[src/common/adc_ctrl_pkg.sv]
// Constants, register map and carrier types for the paired-input converter control
package adc_ctrl_pkg;
  localparam int NUM_PAIRS = 6;
  localparam int NUM_PINS = 12;
  localparam int RES_BITS = 10;
  localparam int DATA_W = 16;
  localparam int ADDR_W = 5;
  localparam int DIV_W = 3;
  // Converter clock timing, in converter clocks
  localparam int SAMPLE_CLKS = 2;
  localparam int HOLD_CLKS = 2;
  localparam int CONV_CLKS = 10;
  localparam int PAIR_CLKS = 2 * (HOLD_CLKS + CONV_CLKS);
  // Register indices
  localparam logic [ADDR_W-1:0] OFS_CTRL = 5'h00;
  localparam logic [ADDR_W-1:0] OFS_PIN_CFG = 5'h01;
  localparam logic [ADDR_W-1:0] OFS_STATUS = 5'h02;
  localparam logic [ADDR_W-1:0] OFS_JUMP = 5'h03;
  localparam logic [ADDR_W-1:0] OFS_PORT = 5'h04;
  localparam logic [ADDR_W-1:0] OFS_DIR = 5'h05;
  localparam logic [ADDR_W-1:0] OFS_TRIG = 5'h06;
  localparam logic [ADDR_W-1:0] OFS_RESULT = 5'h08;
  // Field positions
  localparam int CTRL_ON_BIT = 15;
  localparam int CTRL_DIV_LSB = 0;
  localparam int STAT_PEND_LSB = 8;
  localparam int JUMP_SHIFT = 2;
  // Reset values
  localparam logic [DATA_W-1:0] CTRL_RST = 16'h0000;
  localparam logic [NUM_PINS-1:0] PIN_CFG_RST = 12'h000;
  localparam logic [NUM_PINS-1:0] DIR_RST = 12'hFFF;
  localparam logic [NUM_PAIRS-1:0] TRIG_RST = 6'h00;
  localparam logic [DATA_W-1:0] JUMP_RST = 16'h0000;

  typedef struct packed {
    logic wr;
    logic rd;
    logic [ADDR_W-1:0] addr;
    logic [DATA_W-1:0] wdata;
  } reg_req_t;

  typedef struct packed {
    logic [NUM_PINS-1:0] tie_ground;
    logic [NUM_PINS-1:0] dig_buf_off;
  } pin_ctl_t;
endpackage : adc_ctrl_pkg

[src/rtl/adc_clock_divider.sv]
// Converter clock tick generator dividing the system clock
`timescale 1ns/1ps
`default_nettype none
module adc_clock_divider
  import adc_ctrl_pkg::*;
(
  // Clock and reset
  input wire logic core_clk_i,
  input wire logic rst_b_i,
  // Control
  input wire logic run_i,
  input wire logic [DIV_W-1:0] div_i,
  // Tick
  output logic tick_o
);
  logic [DIV_W-1:0] count_reg;

  // Period is div_i + 1 system clocks; held in reset while the module is off
  always_ff @(posedge core_clk_i or negedge rst_b_i) begin
    if (!rst_b_i) begin
      count_reg <= '0;
      tick_o <= 1'b0;
    end else if (!run_i) begin
      count_reg <= '0;
      tick_o <= 1'b0;
    end else if (count_reg >= div_i) begin
      count_reg <= '0;
      tick_o <= 1'b1;
    end else begin
      count_reg <= count_reg + 3'h1;
      tick_o <= 1'b0;
    end
  end

  AST_DIV_STOPS_WHEN_OFF: assert property (@(posedge core_clk_i) disable iff (!rst_b_i) // [RQ9]
    !run_i |=> !tick_o) else $error("converter tick while module off");
endmodule : adc_clock_divider
`default_nettype wire

[src/rtl/sample_hold_unit.sv]
// One sample-and-hold timing unit for an input pair
`timescale 1ns/1ps
`default_nettype none
module sample_hold_unit
  import adc_ctrl_pkg::*;
(
  // Clock and reset
  input wire logic core_clk_i,
  input wire logic rst_b_i,
  // Control
  input wire logic module_on_i,
  input wire logic adc_tick_i,
  input wire logic trigger_i,
  input wire logic grant_i,
  // Status
  output logic sampling_o,
  output logic pending_o
);
  typedef enum logic [1:0] {SH_IDLE, SH_WAIT, SH_SAMPLE, SH_PENDING} sh_state_t;
  sh_state_t state_reg;
  logic [1:0] cnt_reg;

  always_ff @(posedge core_clk_i or negedge rst_b_i) begin
    if (!rst_b_i) begin
      state_reg <= SH_IDLE;
      cnt_reg <= '0;
    end else if (!module_on_i) begin
      state_reg <= SH_IDLE; // [RQ9] [RQ11]
      cnt_reg <= '0;
    end else begin
      case (state_reg)
        SH_IDLE: begin
          if (trigger_i) begin
            state_reg <= SH_WAIT; // [RQ3] [RQ6]
            cnt_reg <= '0;
          end
        end
        // Window opens on a converter tick so it spans whole converter periods, at up to one period of latency
        SH_WAIT: begin
          if (adc_tick_i) begin
            state_reg <= SH_SAMPLE; // [RQ2] [RQ3] [RQ4]
            cnt_reg <= '0;
          end
        end
        SH_SAMPLE: begin
          // Retriggers here and while pending are dropped, not queued
          if (adc_tick_i) begin
            if (cnt_reg == 2'(SAMPLE_CLKS - 1)) begin
              state_reg <= SH_PENDING; // [RQ2] [RQ4] [RQ6]
            end else begin
              cnt_reg <= cnt_reg + 2'h1;
            end
          end
        end
        SH_PENDING: begin
          if (grant_i) begin
            state_reg <= SH_IDLE; // [RQ4]
          end
        end
        default: state_reg <= SH_IDLE;
      endcase
    end
  end

  assign sampling_o = (state_reg == SH_SAMPLE);
  assign pending_o = (state_reg == SH_PENDING);

  AST_SH_TWO_CLOCKS: assert property (@(posedge core_clk_i) disable iff (!rst_b_i) // [RQ2]
    $rose(pending_o) |-> $past(adc_tick_i) && $past(cnt_reg) == 2'h1)
    else $error("sampling did not last two converter clocks");
  AST_SH_RETRIGGER_IGNORED: assert property (@(posedge core_clk_i) disable iff (!rst_b_i) // [RQ4]
    (pending_o && trigger_i && !grant_i && module_on_i) |=> pending_o && !sampling_o)
    else $error("retrigger disturbed a pending request");
endmodule : sample_hold_unit
`default_nettype wire

[src/rtl/adc_pair_control.sv]
// Paired-input converter control: registers, request arbitration and serial conversion
// Functional notes
// RQ1 - Software keeps divisor fixed while module on
// RQ2 - Sampling lasts exactly two converter clocks
// RQ3 - Trigger starts sampling; conversion waits converter
// RQ4 - Retrigger while request unserviced is dropped
// RQ5 - Ten clocks, bit 9 first, store at end
// RQ6 - Each sample unit flags pending after sampling
// RQ7 - Both inputs converted; pair takes 24 clocks
// RQ8 - Module on: fully functional
// RQ9 - Module off: idle state, pending requests cleared
// RQ10 - Software waits for bias settling after enable
// RQ11 - Reset clears registers, aborts, keeps results
// RQ12 - Result buffers have no reset value
// RQ13 - Config bit clear: analog, digital buffer off
// RQ14 - Config bit set: input tied to ground
// RQ15 - Port read gives zero for analog pins
// RQ16 - Converter ignores direction and selection bits
// RQ17 - Jump register read gives table address
// RQ18 - Software clears controller flag before ready flag
// RQ19 - Jump LSB zero; pair number shifted two
// RQ20 - Ready flags prioritised, pair zero highest
// RQ21 - Ready flag set at completion until cleared
//
// Implementation choices: the plain strobed port and the register addresses.
`timescale 1ns/1ps
`default_nettype none
module adc_pair_control
  import adc_ctrl_pkg::*;
(
  // Clock and reset
  input wire logic core_clk_i,
  input wire logic rst_b_i,
  // Register port
  input wire reg_req_t bus_req_i,
  output logic [DATA_W-1:0] rdata_o,
  // Triggers and analog front end
  input wire logic [NUM_PAIRS-1:0] trig_i,
  input wire logic comp_i,
  input wire logic [NUM_PINS-1:0] pin_level_i,
  output logic [NUM_PINS-1:0] hold_o,
  output logic [3:0] conv_sel_o,
  output logic [RES_BITS-1:0] dac_code_o,
  output pin_ctl_t pin_ctl_o,
  // Status
  output logic busy_o
);
  typedef enum logic [1:0] {CV_IDLE, CV_HOLD, CV_BITS} cv_state_t;

  cv_state_t state_reg;
  logic module_on_reg;
  logic [DIV_W-1:0] div_reg;
  logic [NUM_PINS-1:0] pin_cfg_reg;
  logic [NUM_PINS-1:0] dir_reg;
  logic [NUM_PAIRS-1:0] trig_en_reg;
  logic [DATA_W-1:1] base_reg;
  logic [NUM_PAIRS-1:0] ready_reg;
  logic [NUM_PAIRS-1:0] ready_next;
  logic [RES_BITS-1:0] result_buf [NUM_PINS];
  logic [2:0] pair_reg;
  logic second_reg;
  logic [3:0] cnt_reg;
  logic [RES_BITS-1:0] code_reg;
  logic adc_tick;
  logic [NUM_PAIRS-1:0] sampling_vec;
  logic [NUM_PAIRS-1:0] pending_vec;
  logic [NUM_PAIRS-1:0] grant_vec;
  logic [2:0] grant_idx;
  logic [2:0] ready_idx;
  logic pair_done;
  logic [3:0] res_idx;
  logic wr_hit;
  logic rd_hit;
  logic [DATA_W-1:0] rd_val;
  logic [4:0] pair_ticks;

  assign wr_hit = bus_req_i.wr;
  assign rd_hit = bus_req_i.rd;

  adc_clock_divider u_div (
    .core_clk_i(core_clk_i),
    .rst_b_i(rst_b_i),
    .run_i(module_on_reg),
    .div_i(div_reg),
    .tick_o(adc_tick)
  );

  // Trigger enables gate the external sources per pair
  for (genvar p = 0; p < NUM_PAIRS; p++) begin : g_sh
    sample_hold_unit u_sh (
      .core_clk_i(core_clk_i),
      .rst_b_i(rst_b_i),
      .module_on_i(module_on_reg),
      .adc_tick_i(adc_tick),
      .trigger_i(trig_i[p] & trig_en_reg[p]), // [RQ3] [RQ8]
      .grant_i(grant_vec[p]),
      .sampling_o(sampling_vec[p]),
      .pending_o(pending_vec[p])
    );
  end

  // Lowest-numbered pending pair is served first, no round robin
  always_comb begin
    grant_idx = 3'h0;
    for (int i = NUM_PAIRS - 1; i >= 0; i--) begin
      if (pending_vec[i]) begin
        grant_idx = 3'(i);
      end
    end
    grant_vec = '0;
    if (module_on_reg && state_reg == CV_IDLE && pending_vec != '0) begin
      grant_vec[grant_idx] = 1'b1; // [RQ3] [RQ20]
    end
  end

  always_comb begin
    ready_idx = 3'h0;
    for (int i = NUM_PAIRS - 1; i >= 0; i--) begin
      if (ready_reg[i]) begin
        ready_idx = 3'(i); // [RQ20]
      end
    end
  end

  assign pair_done = (state_reg == CV_BITS) && adc_tick && (cnt_reg == 4'h0) && second_reg;
  assign res_idx = {pair_reg, second_reg};

  // Control register; the divisor must not be changed while on
  always_ff @(posedge core_clk_i or negedge rst_b_i) begin
    if (!rst_b_i) begin
      module_on_reg <= CTRL_RST[CTRL_ON_BIT]; // [RQ11]
      div_reg <= CTRL_RST[CTRL_DIV_LSB +: DIV_W];
    end else if (wr_hit && bus_req_i.addr == OFS_CTRL) begin
      module_on_reg <= bus_req_i.wdata[CTRL_ON_BIT]; // [RQ8] [RQ10]
      div_reg <= bus_req_i.wdata[CTRL_DIV_LSB +: DIV_W]; // [RQ1]
    end
  end

  // Configuration registers
  always_ff @(posedge core_clk_i or negedge rst_b_i) begin
    if (!rst_b_i) begin
      pin_cfg_reg <= PIN_CFG_RST;
      dir_reg <= DIR_RST;
      trig_en_reg <= TRIG_RST;
      base_reg <= JUMP_RST[DATA_W-1:1];
    end else if (wr_hit) begin
      case (bus_req_i.addr)
        OFS_PIN_CFG: pin_cfg_reg <= bus_req_i.wdata[NUM_PINS-1:0];
        // Direction is stored for readback only; the converter never looks at it
        OFS_DIR: dir_reg <= bus_req_i.wdata[NUM_PINS-1:0]; // [RQ16]
        OFS_TRIG: trig_en_reg <= bus_req_i.wdata[NUM_PAIRS-1:0];
        OFS_JUMP: base_reg <= bus_req_i.wdata[DATA_W-1:1]; // [RQ19]
        default: begin
        end
      endcase
    end
  end

  // Ready flags: a zero written clears, completion in the same cycle wins
  always_comb begin
    ready_next = ready_reg;
    if (wr_hit && bus_req_i.addr == OFS_STATUS) begin
      ready_next = ready_reg & bus_req_i.wdata[NUM_PAIRS-1:0];
    end
    if (pair_done) begin
      ready_next[pair_reg] = 1'b1; // [RQ21]
    end
  end

  always_ff @(posedge core_clk_i or negedge rst_b_i) begin
    if (!rst_b_i) begin
      ready_reg <= '0;
    end else begin
      ready_reg <= ready_next; // [RQ21]
    end
  end

  // Conversion sequencer: per input two hold clocks then ten bit clocks
  always_ff @(posedge core_clk_i or negedge rst_b_i) begin
    if (!rst_b_i) begin
      state_reg <= CV_IDLE; // [RQ11]
      pair_reg <= '0;
      second_reg <= 1'b0;
      cnt_reg <= '0;
      code_reg <= '0;
    end else if (!module_on_reg) begin
      state_reg <= CV_IDLE; // [RQ9]
      second_reg <= 1'b0;
      cnt_reg <= '0;
      code_reg <= '0;
    end else begin
      case (state_reg)
        CV_IDLE: begin
          if (grant_vec != '0) begin
            state_reg <= CV_HOLD; // [RQ3]
            pair_reg <= grant_idx;
            second_reg <= 1'b0;
            cnt_reg <= '0;
          end
        end
        CV_HOLD: begin
          if (adc_tick) begin
            if (cnt_reg == 4'(HOLD_CLKS - 1)) begin
              state_reg <= CV_BITS;
              cnt_reg <= 4'(CONV_CLKS - 1); // [RQ5]
              code_reg <= 10'h200;
            end else begin
              cnt_reg <= cnt_reg + 4'h1;
            end
          end
        end
        CV_BITS: begin
          if (adc_tick) begin
            code_reg[cnt_reg] <= comp_i; // [RQ5]
            if (cnt_reg != 4'h0) begin
              code_reg[cnt_reg - 4'h1] <= 1'b1;
              cnt_reg <= cnt_reg - 4'h1;
            end else if (!second_reg) begin
              state_reg <= CV_HOLD; // [RQ7]
              second_reg <= 1'b1;
              cnt_reg <= '0;
            end else begin
              state_reg <= CV_IDLE;
              second_reg <= 1'b0;
            end
          end
        end
        default: state_reg <= CV_IDLE;
      endcase
    end
  end

  // Result storage has no reset so a device reset leaves it intact
  always_ff @(posedge core_clk_i) begin
    if (state_reg == CV_BITS && adc_tick && cnt_reg == 4'h0 && module_on_reg) begin
      result_buf[res_idx] <= {code_reg[RES_BITS-1:1], comp_i}; // [RQ5] [RQ11] [RQ12]
    end
  end

  // Read mux; data appear in the cycle after the strobe
  always_comb begin
    rd_val = '0;
    case (bus_req_i.addr)
      OFS_CTRL: begin
        rd_val[CTRL_ON_BIT] = module_on_reg;
        rd_val[CTRL_DIV_LSB +: DIV_W] = div_reg;
      end
      OFS_PIN_CFG: rd_val[NUM_PINS-1:0] = pin_cfg_reg;
      OFS_STATUS: begin
        rd_val[NUM_PAIRS-1:0] = ready_reg;
        rd_val[STAT_PEND_LSB +: NUM_PAIRS] = pending_vec;
      end
      OFS_JUMP: rd_val = {base_reg, 1'b0} + {11'h000, ready_idx, 2'h0}; // [RQ17] [RQ19]
      OFS_PORT: rd_val[NUM_PINS-1:0] = pin_level_i & pin_cfg_reg; // [RQ15]
      OFS_DIR: rd_val[NUM_PINS-1:0] = dir_reg;
      OFS_TRIG: rd_val[NUM_PAIRS-1:0] = trig_en_reg;
      default: begin
        if (bus_req_i.addr >= OFS_RESULT && bus_req_i.addr < OFS_RESULT + 5'(NUM_PINS)) begin
          rd_val[RES_BITS-1:0] = result_buf[4'(bus_req_i.addr - OFS_RESULT)];
        end
      end
    endcase
  end

  always_ff @(posedge core_clk_i or negedge rst_b_i) begin
    if (!rst_b_i) begin
      rdata_o <= '0;
    end else if (rd_hit) begin
      rdata_o <= rd_val;
    end else begin
      rdata_o <= '0;
    end
  end

  // Registered analog front-end controls
  always_ff @(posedge core_clk_i or negedge rst_b_i) begin
    if (!rst_b_i) begin
      hold_o <= '0;
      conv_sel_o <= '0;
      dac_code_o <= '0;
      busy_o <= 1'b0;
      pin_ctl_o <= '0;
    end else begin
      for (int p = 0; p < NUM_PAIRS; p++) begin
        hold_o[2*p] <= sampling_vec[p];
        hold_o[2*p+1] <= sampling_vec[p];
      end
      conv_sel_o <= res_idx;
      dac_code_o <= code_reg;
      busy_o <= (state_reg != CV_IDLE);
      pin_ctl_o.tie_ground <= pin_cfg_reg; // [RQ14]
      pin_ctl_o.dig_buf_off <= ~pin_cfg_reg; // [RQ13]
    end
  end

  // Helper: converter clocks consumed by the current pair
  always_ff @(posedge core_clk_i or negedge rst_b_i) begin
    if (!rst_b_i) begin
      pair_ticks <= '0;
    end else if (grant_vec != '0) begin
      pair_ticks <= '0;
    end else if (state_reg != CV_IDLE && adc_tick) begin
      pair_ticks <= pair_ticks + 5'h01;
    end
  end

  AST_PAIR_24_CLOCKS: assert property (@(posedge core_clk_i) disable iff (!rst_b_i) // [RQ7]
    pair_done |-> pair_ticks == 5'(PAIR_CLKS - 1))
    else $error("pair conversion length wrong");
  AST_OFF_GOES_IDLE: assert property (@(posedge core_clk_i) disable iff (!rst_b_i) // [RQ9]
    !module_on_reg |=> state_reg == CV_IDLE ##1 !busy_o)
    else $error("module off did not idle the sequencer");
  AST_BITS_MSB_FIRST: assert property (@(posedge core_clk_i) disable iff (!rst_b_i) // [RQ5]
    (state_reg == CV_HOLD && adc_tick && cnt_reg == 4'h1 && module_on_reg)
      |=> state_reg == CV_BITS && cnt_reg == 4'h9)
    else $error("conversion did not start at bit 9");
  AST_READY_STICKY: assert property (@(posedge core_clk_i) disable iff (!rst_b_i) // [RQ21]
    !(wr_hit && bus_req_i.addr == OFS_STATUS) |=> (ready_reg & $past(ready_reg)) == $past(ready_reg))
    else $error("ready flag dropped without software clear");
  AST_DONE_SETS_READY: assert property (@(posedge core_clk_i) disable iff (!rst_b_i) // [RQ21]
    pair_done |=> ready_reg[$past(pair_reg)])
    else $error("completion did not set ready flag");
  AST_JUMP_LSB_ZERO: assert property (@(posedge core_clk_i) disable iff (!rst_b_i) // [RQ19]
    (rd_hit && bus_req_i.addr == OFS_JUMP) |=> !rdata_o[0])
    else $error("jump address LSB not zero");
  AST_PORT_ANALOG_ZERO: assert property (@(posedge core_clk_i) disable iff (!rst_b_i) // [RQ15]
    (rd_hit && bus_req_i.addr == OFS_PORT) |=> (rdata_o[NUM_PINS-1:0] & ~$past(pin_cfg_reg)) == '0)
    else $error("analog pin read nonzero");
  AST_GRANT_LOWEST: assert property (@(posedge core_clk_i) disable iff (!rst_b_i) // [RQ20]
    (grant_vec != '0) |-> grant_vec == (pending_vec & (~pending_vec + 6'h01)))
    else $error("grant not to lowest pending pair");
endmodule : adc_pair_control
`default_nettype wire

[config.mk]
export PLATFORM = sky130hd
export DESIGN_NAME = adc_pair_control
export DESIGN_NICKNAME = d
export VERILOG_FILES = /design/src/common/adc_ctrl_pkg.sv /design/src/rtl/adc_clock_divider.sv /design/src/rtl/sample_hold_unit.sv /design/src/rtl/adc_pair_control.sv
export SDC_FILE = /design/constraint.sdc
export NUM_CORES = 1
export LEC_CHECK = 0
export ABC_AREA = 1
export BUFFER_PORTS_ARGS = -buffer_cell sky130_fd_sc_hd__buf_2
export CAP_MARGIN = 30
export CORE_MARGIN = 10
export CORE_UTILIZATION = 40
export DETAILED_ROUTE_END_ITERATION = 8
export GPL_TIMING_DRIVEN = 0
export HOLD_SLACK_MARGIN = 0.06
export PLACE_DENSITY_LB_ADDON = 0.3
export SLEW_MARGIN = 20
export SYNTH_ARGS = -nofsm -noshare
export SYNTH_HDL_FRONTEND = slang
export SYNTH_SLANG_ARGS = --single-unit
[constraint.sdc]
create_clock -name core_clk_i -period 6.6 [get_ports core_clk_i]
set_clock_uncertainty 0.15 [all_clocks]
set_input_delay 1.32 -clock core_clk_i [delete_from_list [all_inputs] [get_ports core_clk_i]]
set_output_delay 1.32 -clock core_clk_i [all_outputs]
set_load 0.05 [all_outputs]
# Yosys cells after proc, flatten, opt, wreduce, memory -nomap -nowiden
# Memories as Yosys holds them, arrays and structs flattened.
# Cells that the tools add are included.
[totals]
n_memories = 1
mem_bits_rw = 120
reg_bits = 169
[classes]
mux = 136
eq_ne = 84
bitwise_logic = 11
add_sub_neg = 11
n_reduce_logical = 49
n_lt_le_gt_ge = 11
[mem_list]
columns = ["memory", "depth", "width", "rd", "rd_ports_with_merged_regs", "write_ports", "line", "rtl"]
rows = [
  ["result_buf", 12, 10, 1, 0, 1, "adc_pair_control.sv:59", "logic [RES_BITS-1:0] result_buf [NUM_PINS];"],
]
[op_table]
columns = ["cell", "n"]
rows = [
  ["2-to-1 mux 2 bit", 62],
  ["inequality test 3 bit (second input constant)", 32],
  ["AND reduction 5 bit", 14],
  ["2-to-1 mux 10 bit", 6],
  ["case mux 2 bit (4 select lines)", 6],
  ["2-to-1 mux 3 bit", 14],
  ["case mux 2 bit (3 select lines)", 7],
  ["case mux 3 bit (7 select lines)", 2],
  ["2-to-1 mux 4 bit", 7],
  ["inequality test 4 x 1 -> 1 bit (second input constant)", 7],
  ["inequality test 3 x 2 -> 1 bit (second input constant)", 9],
  ["== test 2 x 1 -> 1 bit (second input constant)", 13],
  ["== test 2 bit (second input constant)", 13],
  ["case mux 10 bit (2 select lines)", 1],
  ["case mux 2 bit (5 select lines)", 2],
  ["2-to-1 mux 6 bit", 3],
  ["adder 16 x 5 -> 16 bit", 1],
  ["2-to-1 mux 16 bit", 1],
  ["== test 5 x 3 -> 1 bit (second input constant)", 3],
  ["2-to-1 mux 1 bit", 15],
  ["logical NOT 2 bit", 7],
  ["logical AND 1 bit", 13],
  ["adder 2 x 1 -> 2 bit (second input constant)", 6],
  ["bitwise AND 12 bit", 1],
  ["other kinds (38)", 57],
]

# Longest topological paths before layout
[depth]
word_depth = 16
ltp_mapped = 16
ltp_nobuf = 16

# Modules after synthesis
# A second synthesis with hierarchy kept.
[hier_totals]
cells_unflattened = 1499
area_unflattened_um2 = 13482.9
[modules_own_cells]
columns = ["mod", "seq_area_each_um2", "n_inst", "area_each_um2", "cells_per_inst"]
rows = [
  ["adc_pair_control", 7021.7, 1, 11071.9, 1156],
  ["sample_hold_unit at g_sh[1].u_sh ...", 100.1, 5, 359.1, 52],
  ["sample_hold_unit at g_sh[0].u_sh", 100.1, 1, 375.4, 53],
  ["adc_clock_divider", 100.1, 1, 240.2, 30],
]

# Worst setup path after synthesis
# OpenSTA, ideal clock, no wires.
[synth_path]
kind = "input-to-reg"
startpoint = "input bus_req_i[17] in the netlist's numbering"
endpoint = "register rdata_o[1]"
t_required_ns = 6.332
path_stages = 10
setup_slack_ns = 4.009
path_buffers = 2
t_arrival_ns = 2.323
cell_sequence = "buf_4 nand2_2 inv_1 buf_4 nand2_1 nand3_1 nor2_1 nor2_1 a21oi_1 nor2_1"
[synth_between]
elab_chain_cells = 5
elab_cells_between_ends = 15
[synth_rtl]
columns = ["item", "line", "rtl"]
rows = [
  ["start, declared", "adc_pair_control.sv:35", "input wire reg_req_t bus_req_i,"],
  ["subtractor 4 bit (tied with other cells)", "adc_pair_control.sv:259", "rd_val[RES_BITS-1:0] = result_buf[4'(bus_req_i.addr - OFS_RESULT)];"],
  ["memory (12 x 10 bit) or logical AND 1 bit (tied branches)", "--", ""],
  ["2-to-1 mux 10 bit", "adc_pair_control.sv:258", "if (bus_req_i.addr >= OFS_RESULT && bus_req_i.addr < OFS_RESULT + 5'(NUM_PINS)) begin"],
  ["case mux 3 bit (7 select lines) (*)", "adc_pair_control.sv:243", "case (bus_req_i.addr)"],
  ["2-to-1 mux 16 bit (*)", "adc_pair_control.sv:268", "end else if (rd_hit) begin"],
  ["end signal, assigned", "adc_pair_control.sv:269", "rdata_o <= rd_val;"],
  ["end, declared", "adc_pair_control.sv:36", "output logic [DATA_W-1:0] rdata_o,"],
]
# Every way passes the cells marked *; elsewhere a longest branch is shown, timed or not.
# A chain may end at the register's enable or synchronous reset.

# Worst setup path after layout
[layout_path]
startpoint = "register state_reg[0]"
endpoint = "memory result_buf[8][1], enable pin"
[layout_between]
elab_chain_cells = 6
[layout_rtl]
columns = ["item", "line", "rtl"]
rows = [
  ["start, declared", "adc_pair_control.sv:50", "cv_state_t state_reg;"],
  ["start signal, assigned", "adc_pair_control.sv:181", "state_reg <= CV_IDLE;"],
  ["start signal, assigned", "adc_pair_control.sv:187", "state_reg <= CV_IDLE;"],
  ["start signal, assigned", "adc_pair_control.sv:195", "state_reg <= CV_HOLD;"],
  ["== test 2 bit", "adc_pair_control.sv:235", "if (state_reg == CV_BITS && adc_tick && cnt_reg == 4'h0 && module_on_reg) begin"],
  ["logical AND 1 bit (3 in a row)", "adc_pair_control.sv:235", ""],
  ["2-to-1 mux 1 bit", "adc_pair_control.sv:235", ""],
  ["2-to-1 mux 1 bit (implied by the code)", "adc_pair_control.sv:236", "result_buf[res_idx] <= {code_reg[RES_BITS-1:1], comp_i};"],
  ["end, declared", "adc_pair_control.sv:59", ""],
]
# No other way between the ends.

==> results.tsv <==
metric	value	unit
crit-path max FO	9	
H-tree depth	1	
Largest register FFs	120	
register area share after synthesis	0.600	
Cell Pwr Density	311	nW/µm²
Worst IR Drop VDD	0.196	mV
Hold Buf Count CTS	0	
residual DRC count	0	
status	completed	
Non-Filler Instances	1914	
Synth cell types	46	
Design Power	4670	µW
final hold vios	0	
Net count, final	1576	
RSZ-0062 raised after global routing	false	
Top Registers	result_buf (120), pin_ctl_o (24), rdata_o (16)	
Post-synth EDFFs	120	
CTS tree	built	
Starting Density	0.407	
global routing met3 resource utilization	0.0304	
GRT Max-Usage Layer	met2	
max_cap viols	0	
via count	9826	
GR Util met2	0.266	
Netlist Area Pre-Place	12900	µm²
Final ANT Viol Nets	0	
R2R depth	8	
# resized after CTS	0	
number of global-route vias before repair	9670	
setup_tns	0	ns
hold depth	0	
Layout fillers	2947	
final period utilization	0.463	
Largest Register	result_buf	
routing usage on met1	0.238	
drt wl/cell	17.7	µm
ratio of cells with drive above 1 in the final layout	0.165	
Slew @ Worst Pin	0.846	ns
worst endpoint required time	6.73	ns
Top FF cell, synth	dfrtp_1	
Synthesized Nets	1426	
first-pass GRT wire length	53300	µm
hold_ws	0.241	ns
area grow syn2layout	16.7	%
Final GP Congestion	0.877	
clock-pin transition on the worst setup and hold timing paths	0.06	ns
dpl ws	3.49	ns
Root Driver	clkbuf_16	
initial antenna violation count	1	
row count	65	
clk_lat worst skew	0.57	ns
critical path endpoint category	register	
Final Max Slew Viols	0	
Starting DRT DRC Count	908	
DPL Wire Length	24600	µm
IO buf count	107	
clock sinks	284	
total wire length	33900	µm
yosys warns	0	
highest achievable clock rate	327	MHz
clk buf depth	3	
Die H	199	µm
fin crit period	3.06	ns
Setup-failing EPs final	0	
drt pass-1 iters	5	
slack of the critical path	3.54	ns
core area	31600	µm²
Hold Crit Class	register to register	
Overflow after GRT	0	
Crit Path Category	register to register	
asr flop ratio synth	0.577	
IO Pins	111	
Critical Path AT	3.18	ns
largest net degree at the start of global routing	97	
Synth Instances	1337	
Avg Synthesized Cell Area	9.62	µm²
Die ar.	39700	µm²
vias per cell	5.13	
Yosys reg bits	284	
crit start category	register	
relative slew slack	0.432	
dpl cells	1852	
clock buffer count from CTS	30	
postcts setup bufs	0	
Total GRT Usage	0.170	
leak pwr	0.00683	µW
die outline width	199	µm
synth_stat cells (2+ instances only):
library cell  number  area, µm²
nand2_1          355       1330
dfrtp_1          152       3800
inv_1            131        492
edfxtp_1         120       3600
nor2_1           114        428
o21ai_0          111        556
nand3_1           68        340
a21oi_1           62        310
ha_1              44        551
o21ai_1           25        125
nand4_1           20        125
buf_2             17       85.1
o211ai_1          14        105
buf_4             12       90.1
dfstp_2           12        315
nor3_1            10       50.1
inv_2              7       26.3
clkbuf_1           6       22.5
o22ai_1            6       37.5
nor2_4             5       56.3
buf_6              4       45.0
nand2_2            4       25.0
nor2_2             4       25.0
a31oi_1            3       18.8
a211oi_1           2       15.0
mux2_2             2       22.5
mux2i_1            2       20.0
nand3_2            2       20.0
nand3b_1           2       15.0
nor3_2             2       20.0
o21bai_1           2       15.0
o31ai_1            2       15.0
or2_2              2       12.5
logic make-up after synthesis:
group / Yosys count / synth area share
flip-flops: 284 / 0.600
AND/OR/NAND/NOR: 591 / 0.194
multiplexers: 4 / 0.00331
AO/OA/AOI/OAI: 232 / 0.0964
buffers and inverters: 180 / 0.0603
adder cells (fa/ha/maj): 45 / 0.0444
XOR/XNOR: 1 / 0.000681
critical path, cell delays in order (launching register included):
cell,delay [ns]
dfrtp_1,0.42
inv_1,0.13
ha_1,0.15
clkbuf_1,0.34
nand2_1,0.21
nor3_2,0.31
nand2_1,0.22
nor2_1,0.57
buf_4,0.28
layer usage:
layer / share of wire / wire [µm]
met1: 0.45 / 15400
met2: 0.46 / 15600
met3: 0.065 / 2210
met4: 0.021 / 712
met5: 0 / 0
per-stage QoR:
step | area, µm² | util
finish | 15000 | 0.474
global route | 15000 | 0.474
CTS | 15000 | 0.473
detailed placement | 14000 | 0.442
global placement | 13900 | 0.439
floorplan | 12900 | -
worst paths after layout:
kind,to,slack (ns),from
worst max-delay path,result_buf[8][1],3.54,state_reg[0]
worst min-delay path,dac_code_o[0],0.24,code_reg[0]
worst max register to register,result_buf[8][1],3.54,state_reg[0]
worst min register to register,dac_code_o[0],0.24,code_reg[0]
max in group asynchronous,conv_sel_o[1],4.86,rst_b_i
min in group asynchronous,pin_ctl_o[6],0.55,rst_b_i
final cells by class:
class                   instances  area [µm²]  area share
diodes                          1        2.50    0.000167
multi-input cells             873        4370       0.291
inverters                     140         529      0.0353
flip-flops and latches        284        7720       0.515
clock buffers                  38         863      0.0575
clock inverters                18         125     0.00834
plain buffers                  40         246      0.0164
repair buffers                118         648      0.0432
well taps                     402         503      0.0335
power by group:
group	leakage, µW	internal (µW)	switching (µW)
registers	0.00344	2000	135
clock network	0.000502	965	699
logic	0.00289	245	621
layout by cell type, fill, tap and decap left out, drive strengths merged:
cell type / count
clkinv: 14
o21a: 1
o2111ai: 1
diode: 1
nor3: 12
clkbuf: 44
nand4: 20
o211a: 1
bufinv: 1
inv: 143
nand3: 70
o31ai: 2
ha: 44
mux2i: 2
nand2: 361
nor2: 124
o211ai: 14
nand3b: 2
a31oi: 3
o22ai: 6
fa: 1
a21oi: 62
edfxtp: 120
o21ai: 137
o21bai: 2
dfrtp: 152
a22oi: 1
or2: 2
a211oi: 2
mux2: 2
dfstp: 12
buf: 152
xnor2: 1
Power figures use the tool's default switching activity.
